## config.mk

```make
export PLATFORM = sky130hd
export DESIGN_NAME = sram_host
export DESIGN_NICKNAME = d
export VERILOG_FILES = /design/src/sram_host_pkg.sv /design/src/cycle_timer.sv /design/src/sram_host.sv
export SDC_FILE = /design/constraint.sdc
export NUM_CORES = 1
export LEC_CHECK = 0
export ABC_AREA = 1
export ABC_CLOCK_PERIOD_IN_PS = 2800
export BUFFER_PORTS_ARGS = -buffer_cell sky130_fd_sc_hd__clkbuf_2
export CORE_MARGIN = 2
export CORE_UTILIZATION = 56
export CTS_CLUSTER_SIZE = 40
export DETAILED_ROUTE_END_ITERATION = 16
export PLACE_DENSITY = 0.9
export SYNTH_ARGS = -nofsm -noshare
export SYNTH_HDL_FRONTEND = slang
export SYNTH_SLANG_ARGS = --single-unit
```

## constraint.sdc

```tcl
create_clock -name ref_clk -period 2.8 [get_ports ref_clk]
set_input_delay 0.28 -clock ref_clk [delete_from_list [all_inputs] [get_ports ref_clk]]
set_output_delay 0.28 -clock ref_clk [all_outputs]
set_load 0.01 [all_outputs]
```

## src/sram_host_pkg.sv

```systemverilog
package sram_host_pkg;
    // Array geometry
    localparam int ADDR_WIDTH = 13;
    localparam int DATA_WIDTH = 8;
    // Clock rate
    localparam int CLK_PERIOD_NS = 20;
    // Device timing figures in ns
    localparam int ADDRESS_ACCESS_TIME_NS = 70;
    localparam int OUTPUT_ENABLE_ACCESS_NS = 35;
    localparam int OUTPUT_HOLD_TIME_NS = 10;
    localparam int WRITE_RELEASE_TIME_NS = 25;
    localparam int ADDR_TO_WRITE_END_NS = 60;
    localparam int WRITE_DATA_SETUP_NS = 30;
    localparam int WRITE_DATA_HOLD_NS = 5;
    localparam int WRITE_PULSE_NS = 50;
    localparam int CHIP_PULSE_NS = 55;
    localparam int ADDR_HOLD_NS = 0;
    // Power recovery delay; plain default, figure not printed here
    localparam int POWER_RECOVERY_DELAY_US = 200;
    // Least times round up to whole cycles, at least one
    localparam int READ_CYCLES = (ADDRESS_ACCESS_TIME_NS + CLK_PERIOD_NS - 1)
        / CLK_PERIOD_NS;
    localparam int WRITE_CYCLES_RAW =
        (ADDR_TO_WRITE_END_NS + CLK_PERIOD_NS - 1) / CLK_PERIOD_NS;
    localparam int WRITE_PULSE_CYCLES =
        (CHIP_PULSE_NS + CLK_PERIOD_NS - 1) / CLK_PERIOD_NS;
    localparam int WRITE_CYCLES = (WRITE_CYCLES_RAW > WRITE_PULSE_CYCLES)
        ? WRITE_CYCLES_RAW : WRITE_PULSE_CYCLES;
    localparam int HOLD_CYCLES = 1;
    localparam int RECOVERY_CYCLES = POWER_RECOVERY_DELAY_US * 1000
        / CLK_PERIOD_NS;
    localparam int COUNT_WIDTH = 16;
    typedef enum logic [2:0]
    {
        SEQ_IDLE  = 3'b000,
        SEQ_READ  = 3'b001,
        SEQ_WRITE = 3'b010,
        SEQ_HOLD  = 3'b011,
        SEQ_FAIL  = 3'b100,
        SEQ_RECOV = 3'b101
    } state_t;
endpackage

```

## src/cycle_timer.sv

```systemverilog
`timescale 1ns/10ps
// Down counter marking the end of a timed phase
module cycle_timer #(
    parameter int WIDTH = 16
) (
    input  wire logic             ref_clk,
    input  wire logic             rst,
    input  wire logic             load,
    input  wire logic [WIDTH-1:0] load_value,
    output logic                  done
);
    logic [WIDTH-1:0] count;
    logic [WIDTH-1:0] next_count;

    // Load wins over counting; done is high while the count sits at zero
    always_comb
    begin
        if (load)
            next_count = load_value;
        else if (count != '0)
            next_count = count - WIDTH'(1);
        else
            next_count = count;
    end

    always_ff @(posedge ref_clk or posedge rst)
    begin
        if (rst)
            count <= '0;
        else
            count <= next_count;
    end

    assign done = (count == '0);
endmodule

```

## src/sram_host.sv

```systemverilog
`timescale 1ns/10ps
module sram_host #(
    parameter int RECOVERY_CYCLES = sram_host_pkg::RECOVERY_CYCLES
) (
    input  wire logic                                  ref_clk,
    input  wire logic                                  rst,
    input  wire logic                                  req_valid,
    input  wire logic                                  req_write,
    input  wire logic [sram_host_pkg::ADDR_WIDTH-1:0]  req_addr,
    input  wire logic [sram_host_pkg::DATA_WIDTH-1:0]  req_wdata,
    input  wire logic                                  power_good,
    output logic                                       req_ready,
    output logic                                       rsp_valid,
    output logic [sram_host_pkg::DATA_WIDTH-1:0]       rsp_rdata,
    output logic                                       power_fail,
    output logic [sram_host_pkg::ADDR_WIDTH-1:0]       byte_address,
    output logic                                       chip_enable_n,
    output logic                                       output_enable_n,
    output logic                                       write_enable_n,
    input  wire logic [sram_host_pkg::DATA_WIDTH-1:0]  data_lines_in,
    output logic [sram_host_pkg::DATA_WIDTH-1:0]       data_lines_out,
    output logic                                       data_lines_oe
);
    localparam int CW = sram_host_pkg::COUNT_WIDTH;
    localparam int TW = 24;

    sram_host_pkg::state_t state;
    sram_host_pkg::state_t next_state;
    logic [CW-1:0]  count;
    logic [CW-1:0]  next_count;
    logic           timer_load;
    logic [TW-1:0]  timer_value;
    logic           recov_done;

    logic                                  next_req_ready;
    logic                                  next_rsp_valid;
    logic [sram_host_pkg::DATA_WIDTH-1:0]  next_rsp_rdata;
    logic [sram_host_pkg::ADDR_WIDTH-1:0]  next_byte_address;
    logic                                  next_chip_enable_n;
    logic                                  next_output_enable_n;
    logic                                  next_write_enable_n;
    logic [sram_host_pkg::DATA_WIDTH-1:0]  next_data_lines_out;
    logic                                  next_data_lines_oe;
    logic                                  next_power_fail;

    // Long recovery wait lives in its own timer so the main count stays small
    cycle_timer #(
        .WIDTH      (TW)
    ) cycle_timer_i (
        .ref_clk    (ref_clk),
        .rst        (rst),
        .load       (timer_load),
        .load_value (timer_value),
        .done       (recov_done)
    );

    // Cycle sequencer: all pin changes are decided here
    always_comb
    begin
        next_state = state;
        next_count = count;
        timer_load = 1'b0;
        timer_value = TW'(RECOVERY_CYCLES);
        next_req_ready = 1'b0;
        next_rsp_valid = 1'b0;
        next_rsp_rdata = rsp_rdata;
        next_byte_address = byte_address;
        next_chip_enable_n = chip_enable_n;
        next_output_enable_n = output_enable_n;
        next_write_enable_n = write_enable_n;
        next_data_lines_out = data_lines_out;
        next_data_lines_oe = data_lines_oe;
        case (state)
            sram_host_pkg::SEQ_IDLE:
            begin
                next_req_ready = 1'b1;
                if (req_valid && req_ready)
                begin
                    next_req_ready = 1'b0;
                    // Address set in the same cycle as the strobes fall
                    next_byte_address = req_addr;
                    next_chip_enable_n = 1'b0;
                    if (req_write)
                    begin
                        // Both strobes fall together; outputs stay off
                        next_write_enable_n = 1'b0;
                        next_output_enable_n = 1'b1;
                        next_data_lines_out = req_wdata;
                        next_data_lines_oe = 1'b1; // Data well ahead
                        next_count = CW'(sram_host_pkg::WRITE_CYCLES);
                        next_state = sram_host_pkg::SEQ_WRITE;
                    end
                    else
                    begin
                        // Read: write enable high, chip enable low
                        next_output_enable_n = 1'b0;
                        next_data_lines_oe = 1'b0;
                        next_count = CW'(sram_host_pkg::READ_CYCLES);
                        next_state = sram_host_pkg::SEQ_READ;
                    end
                end
            end
            sram_host_pkg::SEQ_READ:
            begin
                // Sample only after the full access time, never the
                // undefined data of an early enable
                if (count > CW'(1))
                    next_count = count - CW'(1);
                else
                begin
                    next_rsp_rdata = data_lines_in;
                    next_rsp_valid = 1'b1;
                    next_chip_enable_n = 1'b1; // Floats the device
                    next_output_enable_n = 1'b1;
                    next_count = CW'(sram_host_pkg::HOLD_CYCLES);
                    next_state = sram_host_pkg::SEQ_HOLD;
                end
            end
            sram_host_pkg::SEQ_WRITE:
            begin
                // Pulse covers 50/55 ns and address 60 ns
                if (count > CW'(1))
                    next_count = count - CW'(1);
                else
                begin
                    // Both strobes rise together; data and address held
                    // one more cycle past the end
                    next_write_enable_n = 1'b1;
                    next_chip_enable_n = 1'b1;
                    next_count = CW'(sram_host_pkg::HOLD_CYCLES);
                    next_state = sram_host_pkg::SEQ_HOLD;
                end
            end
            sram_host_pkg::SEQ_HOLD:
            begin
                // Strobes stay high before the next access
                if (count > CW'(1))
                    next_count = count - CW'(1);
                else
                begin
                    next_data_lines_oe = 1'b0;
                    next_state = sram_host_pkg::SEQ_IDLE;
                end
            end
            sram_host_pkg::SEQ_FAIL:
            begin
                // Wait for the supply; device ignores us meanwhile
                if (power_good)
                begin
                    timer_load = 1'b1;
                    next_state = sram_host_pkg::SEQ_RECOV;
                end
            end
            sram_host_pkg::SEQ_RECOV:
            begin
                // No access until recovery delay has passed
                if (recov_done)
                    next_state = sram_host_pkg::SEQ_IDLE;
            end
            default:
            begin
                next_state = sram_host_pkg::SEQ_IDLE;
            end
        endcase
        // Supply loss aborts anything; a cut write loses one byte at most,
        // so the strobes go high at once
        if (!power_good)
        begin
            next_state = sram_host_pkg::SEQ_FAIL;
            next_req_ready = 1'b0;
            next_rsp_valid = 1'b0;
            next_chip_enable_n = 1'b1;
            next_write_enable_n = 1'b1;
            next_output_enable_n = 1'b1;
            next_data_lines_oe = 1'b0;
        end
        // Flag also covers the recovery wait, so requests hold off
        next_power_fail = (next_state == sram_host_pkg::SEQ_FAIL)
            || (next_state == sram_host_pkg::SEQ_RECOV);
    end

    // Registers; strobes idle high, supply assumed bad until seen good
    always_ff @(posedge ref_clk or posedge rst)
    begin
        if (rst)
        begin
            state <= sram_host_pkg::SEQ_FAIL;
            count <= '0;
            req_ready <= 1'b0;
            rsp_valid <= 1'b0;
            rsp_rdata <= '0;
            power_fail <= 1'b1;
            byte_address <= '0;
            chip_enable_n <= 1'b1;
            output_enable_n <= 1'b1;
            write_enable_n <= 1'b1;
            data_lines_out <= '0;
            data_lines_oe <= 1'b0;
        end
        else
        begin
            state <= next_state;
            count <= next_count;
            req_ready <= next_req_ready;
            rsp_valid <= next_rsp_valid;
            rsp_rdata <= next_rsp_rdata;
            power_fail <= next_power_fail;
            byte_address <= next_byte_address;
            chip_enable_n <= next_chip_enable_n;
            output_enable_n <= next_output_enable_n;
            write_enable_n <= next_write_enable_n;
            data_lines_out <= next_data_lines_out;
            data_lines_oe <= next_data_lines_oe;
        end
    end
endmodule

```

### Word-level counts from Yosys, hierarchy flattened

Index checks and enable logic that the tools add are counted.

| word-level totals | value |
|---|---|
| register bits | 79 |
| input port bits | 34 |
| output and inout port bits | 36 |

| operators by class | value |
|---|---|
| bitwise logic cells | 1 |
| add/subtract/negate cells | 2 |
| reductions and logical operators | 16 |
| $lt $le $gt $ge | 1 |
| equality and inequality tests | 19 |
| multiplexer cells | 37 |

Operators with widths:

| kind | number |
|---|---|
| $mux 16 | 3 |
| $mux 24 | 2 |
| $pmux 16 s3 | 1 |
| $logic_not 24->1 | 1 |
| $reduce_bool 24->1 | 1 |
| $sub 24x1->24 const B | 1 |
| $mux 1 | 19 |
| $mux 3 | 6 |
| $ne 3x3->1 const B | 6 |
| $gt 16x1->1 const B | 1 |
| $sub 16x1->16 const B | 1 |
| $pmux 3 s5 | 1 |
| $reduce_and 3->1 | 5 |
| $eq 3x3->1 const B | 4 |
| $ne 3x1->1 const B | 3 |
| $pmux 1 s2 | 4 |
| $eq 3x2->1 const B | 2 |
| $ne 2x2->1 const B | 2 |
| $reduce_and 2->1 | 2 |
| $reduce_and 4->1 | 1 |
| $eq 3x1->1 const B | 1 |
| $logic_not 3->1 | 1 |
| $ne 3x2->1 const B | 1 |
| $reduce_bool 3->1 | 1 |
| other kinds (6) | 6 |

### Depth between registers and ports, before layout

| logic depth | value |
|---|---|
| word-level depth | 6 |
| gate-level depth with buffers | 12 |
| gate-level depth less buffers | 12 |

### Cells and area by module

From an unflattened synthesis, not the netlist that was laid out.

| second synthesis, totals | value |
|---|---|
| cell total of the unflattened synthesis | 596 |
| area, all modules | 4483.0 um^2 |

Modules (own cells, without submodules):

| module | times used | area each (um^2) | sequential area each (um^2) | cells an instance |
|---|---|---|---|---|
| sram_host | 1 | 2795.2 | 1382.6 | 327 |
| cycle_timer | 1 | 1687.9 | 600.6 | 269 |

### Worst setup path before layout

Ideal clock, no wire load.

| timing | value |
|---|---|
| kind | reg-to-reg |
| start | register count[0] |
| end | register count[14] |
| data arrival time | 1.564 ns |
| data required time | 2.677 ns |
| cell stages (with the launch flop) | 13 |
| buffers on the path | 1 |
| slack | 1.113 ns |
| cells stage by stage | dfrtp_1 inv_1 ha_1 inv_1 nand2_1 nand2_1 nor2_1 nand3_2 nand2_4 buf_6 o21bai_2 nand2_1 nor2_1 |

| between the ends | value |
|---|---|
| cells in the longest elaborated chain, start to end | 3 |
| elaborated cells between the ends (all ways) | 7 |
| those cells by class | add/sub (1); order compare (1); eq/ne (1); mux (3); reduce/logical (1) |

RTL lines:

| element | RTL line | source |
|---|---|---|
| from (decl) | sram_host.sv:29 | `logic [CW-1:0] count;` |
| from (signal assigned) | sram_host.sv:203 | `count <= next_count;` |
| $sub 16x1->16 / $gt 16x1->1 (equally long branches) | - |  |
| $mux 16 (tied with other cells) | sram_host.sv:137 | `if (count > CW'(1))` |
| $pmux 16 s3 / $reduce_and 3->1 (equally long branches) | - |  |

Several ways; a longest one is shown, not always the timed one. The select of a mux whose other input is x is not followed.
A chain may end at the register's enable or synchronous reset.

### Worst setup path after layout

| timing | value |
|---|---|
| start | register count[0] |
| end | register count[3] |

The elaborated chain is that of the path after synthesis.

==> flow_metrics.py <==
metrics = {
    "run_status": {
        "outcome": "complete, no violations",
    },
    "clocking": {
        "clock_tree_from_tritoncts": "built",
        "path_clk_slew_ns": 0.09,
        "cts_resized": 0,
        "cts_root_buffer_type": "sky130_fd_sc_hd__clkbuf_8",
        "post_cts_buffers": 0,
        "htree_num_levels": 3,
        "clkLatencyLatePin_ns": 0.35,
        "cts-buffers-inserted": 9,
        "cts.sinks": 79,
        "clock_path_buffers": 2,
        "cts.hold.buffers_added": 0,
    },
    "sta": {
        "setup-tns-final_ns": 0,
        "skew_ns": 0.00890,
        "finalHoldViolCount": 0,
        "relSlewSlack": 0.519,
        "finalCritPeriodShare": 0.750,
        "fin_hold_ws_ns": 0.0298,
        "worst-slew-pin-transition_ns": 0.721,
        "setup_slack_ns": 0.699,
        "final_period_minus_worst_setup_slack_ns": 2.10,
        "report.final.setup_viol": 0,
        "rsz0062_at_grt": "false",
        "fmaxAchievable_mhz": 476,
        "timing_max_transition_violations_final": 0,
    },
    "drt": {
        "detail_route.vias_per_cell": 5.44,
        "drt_first_pass_iters": 5,
        "route.detailed.wl_per_inst_um": 14.0,
        "top_layer_used": "met4",
        "detail_route.iter0.violations": 319,
        "total_number_of_vias": 3687,
        "detailroute.wirelength.met2_um": 4650,
        "drc": 0,
        "routed-wl-met3_um": 701,
        "postRouteWirelength_um": 9480,
        "detail_route.wirelength.met1_um": 3970,
        "drtAntennaViolNets": 0,
    },
    "critical_path": {
        "critical_path.endpoint_type": "flip-flop",
        "timing_worst_setup_path_type": "reg -> reg",
        "worst-path-max-fanout": 17,
        "timing.critical_path.required_ns": 3.08,
        "crit_path_cell_trace": "inv_1 > ha_1 > inv_1 > nand2_1 > nand2_1 > nor2_1 > nand3_2 > nand2_4 > inv_2 > nand3_1 > nand2_1 > nor2_1",
        "worst_path_largest_cell_delay_ns": 0.43,
        "worstSetupEndpoint": "count[3]",
        "worstReg2RegStart": "count[0]",
        "critPathLaunchType": "flip-flop",
        "critical_path.slowest_cell": "sky130_fd_sc_hd__dfrtp_1",
        "path_common_cell": "sky130_fd_sc_hd__nand2_1",
        "worstPathArrival_ns": 2.38,
        "timing.reg2reg.worst_path_depth": 12,
        "regToRegEndpoint": "count[3]",
        "start_point_of_the_critical_path": "count[0]",
        "setup.reg_to_reg.worst_slack_ns": 0.70,
    },
    "yosys": {
        "synth.net_count": 537,
        "post_synth.cell_area_avg_um2": 8.33,
        "yosysSeqAreaShare": 0.477,
        "postSynthCellCount": 499,
        "async_flop_share": 1.00,
        "yosys_register_bits": 79,
        "ys_dominant_reg_cell": "sky130_fd_sc_hd__dfrtp_1",
        "synth_enable_flop_cells": 0,
        "synth.cell_area_um2": 4160,
        "yosys_warnings": 0,
        "yosys.cell_types.count": 35,
    },
    "global_routing": {
        "grt_first_pass_wirelength_um": 16300,
        "first_global_vias": 3724,
        "grt_start_max_net_pins": 46,
        "antenna_violations_before_repair": 0,
        "grt_util_all_layers": 0.244,
        "grt_overflow_total": 0,
    },
    "floorplan": {
        "die-area_um2": 8130,
        "placeable_area_um2": 7210,
        "floorplan.rows": 31,
        "initial_core_util": 0.576,
        "pin_count": 70,
        "die_w_um": 90.2,
        "fp.dieH_um": 90.2,
    },
    "layout": {
        "final_nets": 612,
        "most-common-layout-cells": "sky130_fd_sc_hd__nand2_1, sky130_fd_sc_hd__nor2_1, sky130_fd_sc_hd__dfrtp_1",
        "sequential_cell_area_um2": 1980,
        "mostFrequentLayoutCell": "sky130_fd_sc_hd__nand2_1",
        "fin_util": 0.669,
        "num-fill-cells": 521,
        "layout-area-overhead-vs-synth_pct": 16.1,
        "antenna_diode_count": 0,
        "drive_gt1_frac": 0.264,
        "area_of_the_multi_input_gates_um2": 1890,
    },
    "pwr": {
        "total_power_mw": 3.99,
        "total_leakage_power_nw": 2.59,
        "max-vdd-ir-drop_mv": 0.665,
        "pwr_per_cell_area_nw_per_um2": 827,
    },
    "placed_design": {
        "detailed_place_hpwl_um": 6850,
        "port_buffers": 69,
        "pre_cts_ws_ns": 0.779,
        "globalplace.congestion": 0.936,
    },
    "worst_hold_path": {
        "min_path_type": "in -> async",
    },
    "job": {
        "drv_cap": 0,
    },
}
## cells by family (layout without fill, tap and decap cells)
family / count (synthesis) / after routing / share of synthesized area
and+or+nand+nor: 274 / 274 / 0.295
DFF: 79 / 79 / 0.477
buffers and inverters: 72 / 152 / 0.0689
AOI/OAI and AO/OA: 34 / 34 / 0.0536
muxes: 29 / 29 / 0.0786
xor gates and xnor gates: 7 / 7 / 0.0148
adders and majority gates: 4 / 4 / 0.0120
## sequential cells by signal (all words and copies together) (netlist names)
register / cells
byte_address: 13
chip_enable_n: 1
count: 16
cycle_timer_i.count: 24
data_lines_oe: 1
data_lines_out: 8
output_enable_n: 1
power_fail: 1
req_ready: 1
rsp_rdata: 8
rsp_valid: 1
state: 3
write_enable_n: 1
## layer usage
| metal | vias to the layer above | global-route usage |
|---|---|---|
| met3 | 21 | 0.0671 |
| met4 | 0 | 0.0885 |
| met5 | - | 0 |
| met1 | 1744 | 0.297 |
| li1 | 1764 | - |
| met2 | 158 | 0.415 |
## power by group
| part | switching, mW | internal [mW] |
|---|---|---|
| logic | 0.922 | 0.546 |
| registers | 0.206 | 1.41 |
| clock network | 0.454 | 0.451 |
| total | 1.58 | 2.41 |
## worst min path at each step
stage | endpoint | slack [ns] | start
CTS | rsp_rdata[5] | 0.05 | rst
global placement | rsp_rdata[2] | 0.41 | rst
floorplan | byte_address[0] | 0.43 | req_addr[0]
global route | rsp_rdata[5] | 0.09 | rst
detailed placement | rsp_rdata[2] | 0.42 | rst
finish | rsp_rdata[0] | 0.03 | rst
## metrics by stage
stage,instance area (um^2),std cells
floorplan,4160,499
global placement,4610,662
finish,4820,678
global route,4820,678
CTS,4820,678
detailed placement,4610,662
## area by class of cell
class	count	share of cell area
Timing Repair Buffer	71	0.0773
Multi-Input combinational cell	348	0.391
Sequential cell	79	0.411
Clock buffer	10	0.0285
Clock inverter	6	0.0158
Inverter	65	0.0506
Tap cell	99	0.0257
## cells in the mapped netlist (2+ instances only)
cell type                  number  area, um^2
sky130_fd_sc_hd__nor3_1         7        35.0
sky130_fd_sc_hd__o211ai_1       3        22.5
sky130_fd_sc_hd__ha_1           4        50.1
sky130_fd_sc_hd__nand2_1       93         349
sky130_fd_sc_hd__nor2_2         2        12.5
sky130_fd_sc_hd__buf_4          2        15.0
sky130_fd_sc_hd__xor2_1         5        43.8
sky130_fd_sc_hd__nand4_1       14        87.6
sky130_fd_sc_hd__o21bai_1       4        30.0
sky130_fd_sc_hd__inv_1         61         229
sky130_fd_sc_hd__nor2_1        91         342
sky130_fd_sc_hd__nand3_2        2        20.0
sky130_fd_sc_hd__o22ai_1        3        18.8
sky130_fd_sc_hd__xnor2_1        2        17.5
sky130_fd_sc_hd__nor2_4         2        22.5
sky130_fd_sc_hd__a31oi_1        2        12.5
sky130_fd_sc_hd__dfstp_2        5         131
sky130_fd_sc_hd__inv_2          4        15.0
sky130_fd_sc_hd__nand3_1       45         225
sky130_fd_sc_hd__o21ai_0        8        40.0
sky130_fd_sc_hd__nand3b_1       3        22.5
sky130_fd_sc_hd__nand2_2        3        18.8
sky130_fd_sc_hd__dfrtp_1       74        1850
sky130_fd_sc_hd__a21oi_1        7        35.0
sky130_fd_sc_hd__o21ai_2        6        52.6
sky130_fd_sc_hd__or2_2          8        50.1
sky130_fd_sc_hd__clkbuf_1       3        11.3
sky130_fd_sc_hd__mux2_2        29         327
## critical path, delay by kind of cell, from the launching register on
family                     cells  cell delay [ns]
and+or+nand+nor                8             1.07
adders and majority gates      1             0.21
buffers and inverters          3             0.31
DFF                            1             0.43
Note: power is estimated with default switching activity, not from simulation.
